==> config.mk <==
export PLATFORM = sky130hd
export DESIGN_NAME = fswdt_core
export DESIGN_NICKNAME = d
export VERILOG_FILES = /design/src/fswdt_pkg.sv /design/src/fswdt_core.sv
export VERILOG_INCLUDE_DIRS = /design/src
export SDC_FILE = /design/constraint.sdc
export NUM_CORES = 1
export LEC_CHECK = 0
export ABC_CLOCK_PERIOD_IN_PS = 5500
export BUFFER_PORTS_ARGS = -buffer_cell sky130_fd_sc_hd__buf_2
export CORE_ASPECT_RATIO = 0.75
export CORE_UTILIZATION = 30
export CTS_CLUSTER_SIZE = 10
export DETAILED_ROUTE_END_ITERATION = 7
export SLEW_MARGIN = 20
export SYNTH_ARGS = -nofsm -noshare
export SYNTH_HDL_FRONTEND = slang
export SYNTH_SLANG_ARGS = --single-unit
==> constraint.sdc <==
create_clock -name core_clk -period 5.5 [get_ports core_clk]
set_input_delay 0.275 -clock core_clk [delete_from_list [all_inputs] [get_ports core_clk]]
set_output_delay 0.275 -clock core_clk [all_outputs]
set_load 0.02 [all_outputs]
==> src/fswdt_map.svh <==
`ifndef FSWDT_MAP_SVH
`define FSWDT_MAP_SVH

// Prescale ratios of the watchdog tick divider.
`define FSWDT_RATIO_LONG        16384
`define FSWDT_RATIO_SHORT       256
// Width of the prescaler counter, wide enough for the long ratio.
`define FSWDT_PRE_WIDTH         14
// Width of the watchdog counter.
`define FSWDT_CNT_WIDTH         16
// Prescale select encoding: one picks the short ratio.
`define FSWDT_SEL_SHORT         1'b1
`define FSWDT_SEL_RESET         1'b1
// System clock period and the default monitored interval, in nanoseconds.
`define FSWDT_CLK_PERIOD_NS     100
`define FSWDT_INTERVAL_NS       6500000
// Default interval as whole clock cycles.
`define FSWDT_INTERVAL_CYCLES   (`FSWDT_INTERVAL_NS / `FSWDT_CLK_PERIOD_NS)
// Full count of the watchdog counter, one past all ones.
`define FSWDT_CNT_SPAN          65536
// Counter value that overflows on the next tick.
`define FSWDT_CNT_TOP           16'hFFFF

`endif

==> src/fswdt_pkg.sv <==
package fswdt_pkg;

	// Operating states of the watchdog.
	typedef enum logic [1:0] {
		FSWDT_OFF,
		FSWDT_RUN,
		FSWDT_WARN,
		FSWDT_FIRED
	} fswdt_state_type;

endpackage : fswdt_pkg

==> src/fswdt_core.sv <==
// Overview of operation
// - Application reset leaves watchdog enabled and counting.
// - Disable stops, enable restarts, accepted any time until the reset request fires.
// - Overflow raises prewarning first, reset request after.
// - Sixteen-bit counter ticks at clock/16384 or /256.
// - Counter loads from programmable reload value.
// - Service reloads counter and clears prescaler together.
// - Reset defaults give 6.5 ms at 10 MHz.
`timescale 1ns/1ns
`include "fswdt_map.svh"

module fswdt_core #(
	parameter int INTERVAL_CYCLES = `FSWDT_INTERVAL_CYCLES
) (
	input  wire logic                         core_clk,
	input  wire logic                         sys_rst,
	input  wire logic                         service_instr,
	input  wire logic                         watchdog_disable_instruction,
	input  wire logic                         watchdog_enable_instruction,
	input  wire logic                         reload_write,
	input  wire logic [`FSWDT_CNT_WIDTH-1:0]  reload_write_data,
	input  wire logic                         prescale_write_sel,
	output logic                              prewarn_irq,
	output logic                              reset_req,
	output logic                              wdt_running,
	output logic [`FSWDT_CNT_WIDTH-1:0]       wdt_count
);

	////////////////////////////////////////////////////////////////////////////////
	// Default reload value.
	////////////////////////////////////////////////////////////////////////////////

	// Ticks of the short ratio needed to cover the default interval, rounded up.
	localparam int DEFAULT_TICKS =
		(INTERVAL_CYCLES + `FSWDT_RATIO_SHORT - 1) / `FSWDT_RATIO_SHORT;
	// Reload that leaves exactly that many ticks before the wrap.
	localparam logic [`FSWDT_CNT_WIDTH-1:0] RELOAD_DEFAULT =
		`FSWDT_CNT_WIDTH'(`FSWDT_CNT_SPAN - DEFAULT_TICKS);

	////////////////////////////////////////////////////////////////////////////////
	// Helper function.
	////////////////////////////////////////////////////////////////////////////////

	// Returns the last prescaler value before a tick for the chosen ratio.
	function automatic logic [`FSWDT_PRE_WIDTH-1:0] fswdt_pre_last(input logic sel);
		logic [`FSWDT_PRE_WIDTH-1:0] last;
		last = 14'h3FFF;
		if (sel == `FSWDT_SEL_SHORT) begin
			last = `FSWDT_PRE_WIDTH'(`FSWDT_RATIO_SHORT - 1);
		end else begin
			last = `FSWDT_PRE_WIDTH'(`FSWDT_RATIO_LONG - 1);
		end
		return last;
	endfunction : fswdt_pre_last

	////////////////////////////////////////////////////////////////////////////////
	// State.
	////////////////////////////////////////////////////////////////////////////////

	fswdt_pkg::fswdt_state_type     state;          // Present operating state.
	fswdt_pkg::fswdt_state_type     next_state;     // Operating state for the next edge.
	logic [`FSWDT_PRE_WIDTH-1:0]    pre;            // Prescaler count.
	logic [`FSWDT_PRE_WIDTH-1:0]    next_pre;       // Prescaler count for the next edge.
	logic [`FSWDT_CNT_WIDTH-1:0]    next_count;     // Watchdog count for the next edge.
	logic [`FSWDT_CNT_WIDTH-1:0]    reload;         // Programmed reload value.
	logic [`FSWDT_CNT_WIDTH-1:0]    next_reload;    // Reload value for the next edge.
	logic                           sel;            // Prescale select, one for short ratio.
	logic                           next_sel;       // Prescale select for the next edge.
	logic                           next_prewarn;   // Prewarning pulse for the next edge.
	logic                           next_reset;     // Reset request for the next edge.
	logic                           tick;           // Prescaler reaches its last value.

	// A tick falls on the last prescaler value of the selected ratio.
	assign tick        = (pre == fswdt_pre_last(sel));
	// The watchdog counts in the run and warned states only.
	assign wdt_running = (state == fswdt_pkg::FSWDT_RUN) || (state == fswdt_pkg::FSWDT_WARN);

	////////////////////////////////////////////////////////////////////////////////
	// Next-value logic.
	////////////////////////////////////////////////////////////////////////////////

	// Computes every next value; the clocked process below only stores them.
	always_comb begin
		next_state   = state;
		next_pre     = pre;
		next_count   = wdt_count;
		next_reload  = reload;
		next_sel     = sel;
		next_prewarn = 1'b0;
		next_reset   = reset_req;
		// A new reload value takes effect at the next load; a new ratio sets the tick from the next cycle.
		if (reload_write) begin
			next_reload = reload_write_data;
			next_sel    = prescale_write_sel;
		end
		case (state)
			fswdt_pkg::FSWDT_OFF: begin
				// Enable restarts counting from where it stopped.
				if (watchdog_enable_instruction && !watchdog_disable_instruction) begin
					next_state = fswdt_pkg::FSWDT_RUN;
				end
				// A service while stopped still reloads, so a later enable starts fresh.
				if (service_instr) begin
					next_count = reload;
					next_pre   = '0;
				end
			end
			fswdt_pkg::FSWDT_RUN,
			fswdt_pkg::FSWDT_WARN: begin
				if (watchdog_disable_instruction) begin
					// Disable wins over a service or an enable in the same cycle.
					next_state = fswdt_pkg::FSWDT_OFF;
				end else if (service_instr) begin
					// Service also withdraws a pending warned state.
					next_count = reload;
					next_pre   = '0;
					next_state = fswdt_pkg::FSWDT_RUN;
				end else begin
					next_pre = tick ? '0 : pre + 1'b1;
					if (tick) begin
						if (wdt_count == `FSWDT_CNT_TOP) begin
							// Wrap to zero is the overflow; the count restarts at reload.
							next_count = reload;
							if (state == fswdt_pkg::FSWDT_RUN) begin
								next_state   = fswdt_pkg::FSWDT_WARN;
								next_prewarn = 1'b1;
							end else begin
								next_state = fswdt_pkg::FSWDT_FIRED;
								next_reset = 1'b1;
							end
						end else begin
							next_count = wdt_count + 1'b1;
						end
					end
				end
			end
			fswdt_pkg::FSWDT_FIRED: begin
				// The reset request holds until the chip reset arrives.
				next_state = fswdt_pkg::FSWDT_FIRED;
			end
			default: begin
				next_state = fswdt_pkg::FSWDT_RUN;
			end
		endcase
	end

	////////////////////////////////////////////////////////////////////////////////
	// Registers.
	////////////////////////////////////////////////////////////////////////////////

	// Stores the next values; reset needs no software to start the watchdog.
	always_ff @(posedge core_clk) begin
		if (sys_rst) begin
			state       <= fswdt_pkg::FSWDT_RUN;
			pre         <= '0;
			wdt_count   <= RELOAD_DEFAULT;
			reload      <= RELOAD_DEFAULT;
			sel         <= `FSWDT_SEL_RESET;
			prewarn_irq <= 1'b0;
			reset_req   <= 1'b0;
		end else begin
			state       <= next_state;
			pre         <= next_pre;
			wdt_count   <= next_count;
			reload      <= next_reload;
			sel         <= next_sel;
			prewarn_irq <= next_prewarn;
			reset_req   <= next_reset;
		end
	end
endmodule : fswdt_core

==> metrics.cfg <==
[logic_synthesis]
ys_ff_latch=51
ys_async_sr_fraction_pct=0
synth_edf_count=0
synth_cells=319
avgSynthCellArea_um2=8.409
synthAdderAreaFrac_pct=2.332
ys_seq_area_share_pct=38.06
synth_cell_types=49
syn_nets=347
synth_xor_xnor_area_share_pct=4.571
yosys_warnings=0
synth-compound-area-share_pct=17.86
syn-cell-area_mm2=0.002683
yosys.area_share.simple_pct=23.74
synth_mux_area_share_pct=7.276
synth_top_family_by_area=simple AND/OR/NAND/NOR gates
ys.flop_type=dfxtp_1

[worst_hold_path]
min_path_type=primary input to register
whs_path_depth=3
worstHoldStart=reload_write_data[15]
hold_path_end=reload[15]$_SDFFE_PP1P_

[grt]
antenna_found_initial=0
met3_usage_pct=4.212
overflow=0
grt_pass1_vias=2346
grt_use_met1_pct=25.24
grt_pass1_wl_mm=12.30
track_usage_pct=16.70
use_met2_pct=22.05
grt_max_degree=45
top_usage_layer=met1

[cts]
cts_tree=built
hold_buffers=0
clkSinkCount=51
cts_made_buffers=5
clockBufferDepth=2
ctsResizeCount=0
clock_latency_ns=0.30
clk_pin_slew_worst_paths_ns=0.07
cts_setup_buffers=0
htreeDepth=2
cts_root_buf=clkbuf_16

[critical_path]
cpMaxStageDelayCell=a211oi_2
slowest_delay_ns=0.62
startpoint_type=register
critical_path_buf_inv_count=1
r2r_setup_slack_ns=2.83
reg2reg_depth=7
cp.required_ns=5.68
path_delay_family=compound AO/OA/AOI/OAI gates
arrival_ns=2.85
critPathMaxFanout=9
crit_type=register to register
cp-end-kind=register
path_cells=inv_1 > ha_1 > or2_2 > nand3_1 > a211oi_2 > o21ai_1 > o32a_1
worstReg2RegStart=state[0]$_SDFFE_PP1P_
rr_endpoint=wdt_count[15]$_SDFFE_PP1P_

[timing]
worst_slew_pin_slew_ns=0.8057
min_period_ns=2.666
timing.fmax_ghz=0.3752
fin_skew_ns=0.006129
slew_violations=0
hold_viol=0
hold_slack_ns=0.1916
rsz0062_at_grt=no
setup_viol=0
slew_headroom_pct=45.92
min_period_over_period_pct=48.46
tns_ns=0

[placement]
io_buffers=41
dp_hpwl_mm=5.161
dp_cells=452
place.gp.congestion=0.8885

[layout]
area_growth_pct=16.37
final_nets=379
n_fill_cell=912
antenna_cells=0
fin_util_pct=36.46
drive_gt1_share_pct=16.48
fin_cells=460

[power_and_ir_drop]
p_leak_uw=0.001229
ir_drop_mv=0.09170
power_density_mw_per_mm2=312.5
power_uw=975.6

[route]
num_vias=2551
drtAntennaViolNets=0
wl_per_cell_um=15.93
drt-initial-drc-count=248
drc_errors=6
firstDrtPassIters=7
routed_wl_mm=7.327
via_per_inst=5.546

[floorplan]
row_count=29
io_pins=42
die_h_um=83.90
start_util_pct=31.33
die_x_um=111.2
dieArea_mm2=0.009328
core_mm2=0.008563

[run_status]
failed_checks=DRC
status=finished with violations

[run]
cap_violations=0

[worst max-delay path by stage]
stage / from / end / depth (start not counted)
after CTS: state[0]$_SDFFE_PP1P_ / wdt_count[14]$_SDFFE_PP1P_ / 7
final: state[0]$_SDFFE_PP1P_ / wdt_count[15]$_SDFFE_PP1P_ / 7
after global placement: state[0]$_SDFFE_PP1P_ / wdt_count[11]$_SDFFE_PP1P_ / 7
after detailed placement: state[0]$_SDFFE_PP1P_ / wdt_count[14]$_SDFFE_PP1P_ / 7
after floorplan: wdt_count[0]$_SDFFE_PP0P_ / wdt_count[15]$_SDFFE_PP1P_ / 8
after global routing: state[0]$_SDFFE_PP1P_ / pre[11]$_SDFFE_PP0P_ / 7
[cells in the mapped netlist, types with 2 or more instances]
cell type / instances / area, um2
xnor2_1: 11 / 96.34
nand3_1: 11 / 55.05
nand2_1: 34 / 127.6
buf_6: 4 / 45.04
o32ai_1: 6 / 52.55
a31oi_1: 4 / 25.02
a32oi_1: 3 / 26.28
nand2b_1: 2 / 12.51
ha_1: 5 / 62.56
and4_1: 3 / 26.28
a21oi_1: 21 / 105.1
xor2_1: 3 / 26.28
nor4_1: 5 / 31.28
nor3_1: 26 / 130.1
nand4_1: 8 / 50.05
clkbuf_1: 10 / 37.54
a22oi_1: 7 / 52.55
mux2i_1: 18 / 180.2
o22ai_1: 3 / 18.77
dfxtp_1: 51 / 1021
a211o_1: 2 / 17.52
buf_2: 2 / 10.01
and3_1: 8 / 50.05
o21ai_0: 5 / 25.02
o32a_1: 3 / 30.03
a2bb2oi_1: 3 / 26.28
o211ai_1: 2 / 15.01
nor2_1: 24 / 90.09
inv_1: 14 / 52.55
a211oi_2: 2 / 25.02
[area by class of cell]
type	instances	area, um2	share of cell area (%)
Sequential cell	51	1021	32.71
Tap cell	108	135.1	4.329
Multi-Input combinational cell	235	1496	47.94
Timing Repair Buffer	43	220.2	7.054
Clock buffer	5	125.1	4.008
Inverter	15	56.30	1.804
Clock inverter	3	67.56	2.164
[worst register-to-register path, delay by kind of cell, from the launching register on]
| kind | cells | cell delay, ns |
|---|---|---|
| flip-flops | 1 | 0.38 |
| adder cells (fa/ha/maj) | 1 | 0.35 |
| AND/OR/NAND/NOR | 2 | 0.39 |
| buffers and inverters | 1 | 0.08 |
| AO/OA/AOI/OAI | 3 | 1.34 |
[layout by cell type, fill, tap and decap left out, types with 4 or more instances in the layout]
cell       count
o32ai_1        6
inv_1         14
buf_2         41
clkbuf_16      5
and3_1         8
a21oi_1       21
o21ai_0        5
nand3_1       11
nor3_1        26
a31oi_1        4
dfxtp_1       51
a22oi_1        7
mux2i_1       18
nand4_1        8
ha_1           5
nand2_1       34
nor4_1         5
xnor2_1       11
nor2_1        24
[where the power goes]
| group | internal [uW] | switching (uW) |
|---|---|---|
| sequential | 387 | 20.5 |
| combinational | 58.8 | 104 |
| clock | 261 | 144 |
| total | 707 | 269 |
[through the flow]
| step | cell area, um2 | worst slack (ns) |
|---|---|---|
| 4_1_cts | 3122 | 2.856 |
| 5_1_grt | 3122 | 2.592 |
| 3_3_place_gp | 2929 | 2.953 |
| 3_5_place_dp | 2929 | 2.875 |
| 2_1_floorplan | 2683 | 3.193 |
| 6_report | 3122 | 2.834 |
[logic make-up after synthesis]
kind of cell	Yosys count
compound gates	68
xor+xnor	14
fa+ha+maj	5
buf+inv	33
flops	51
mux	19
simple gates	129
[metal layers]
metal | vias up | part of all wire, %
met3 | 10 | 8.0
met5 | - | 0
li1 | 1235 | -
met2 | 104 | 39
met4 | 0 | 1.4
met1 | 1202 | 51
[registers in the layout, indices dropped and copies added, names as in the netlist]
signal,count
pre,14
prewarn_irq,1
reload,16
reset_req,1
wdt_count,16
state,2
sel,1
Note: power is estimated with default switching activity, not from simulation.
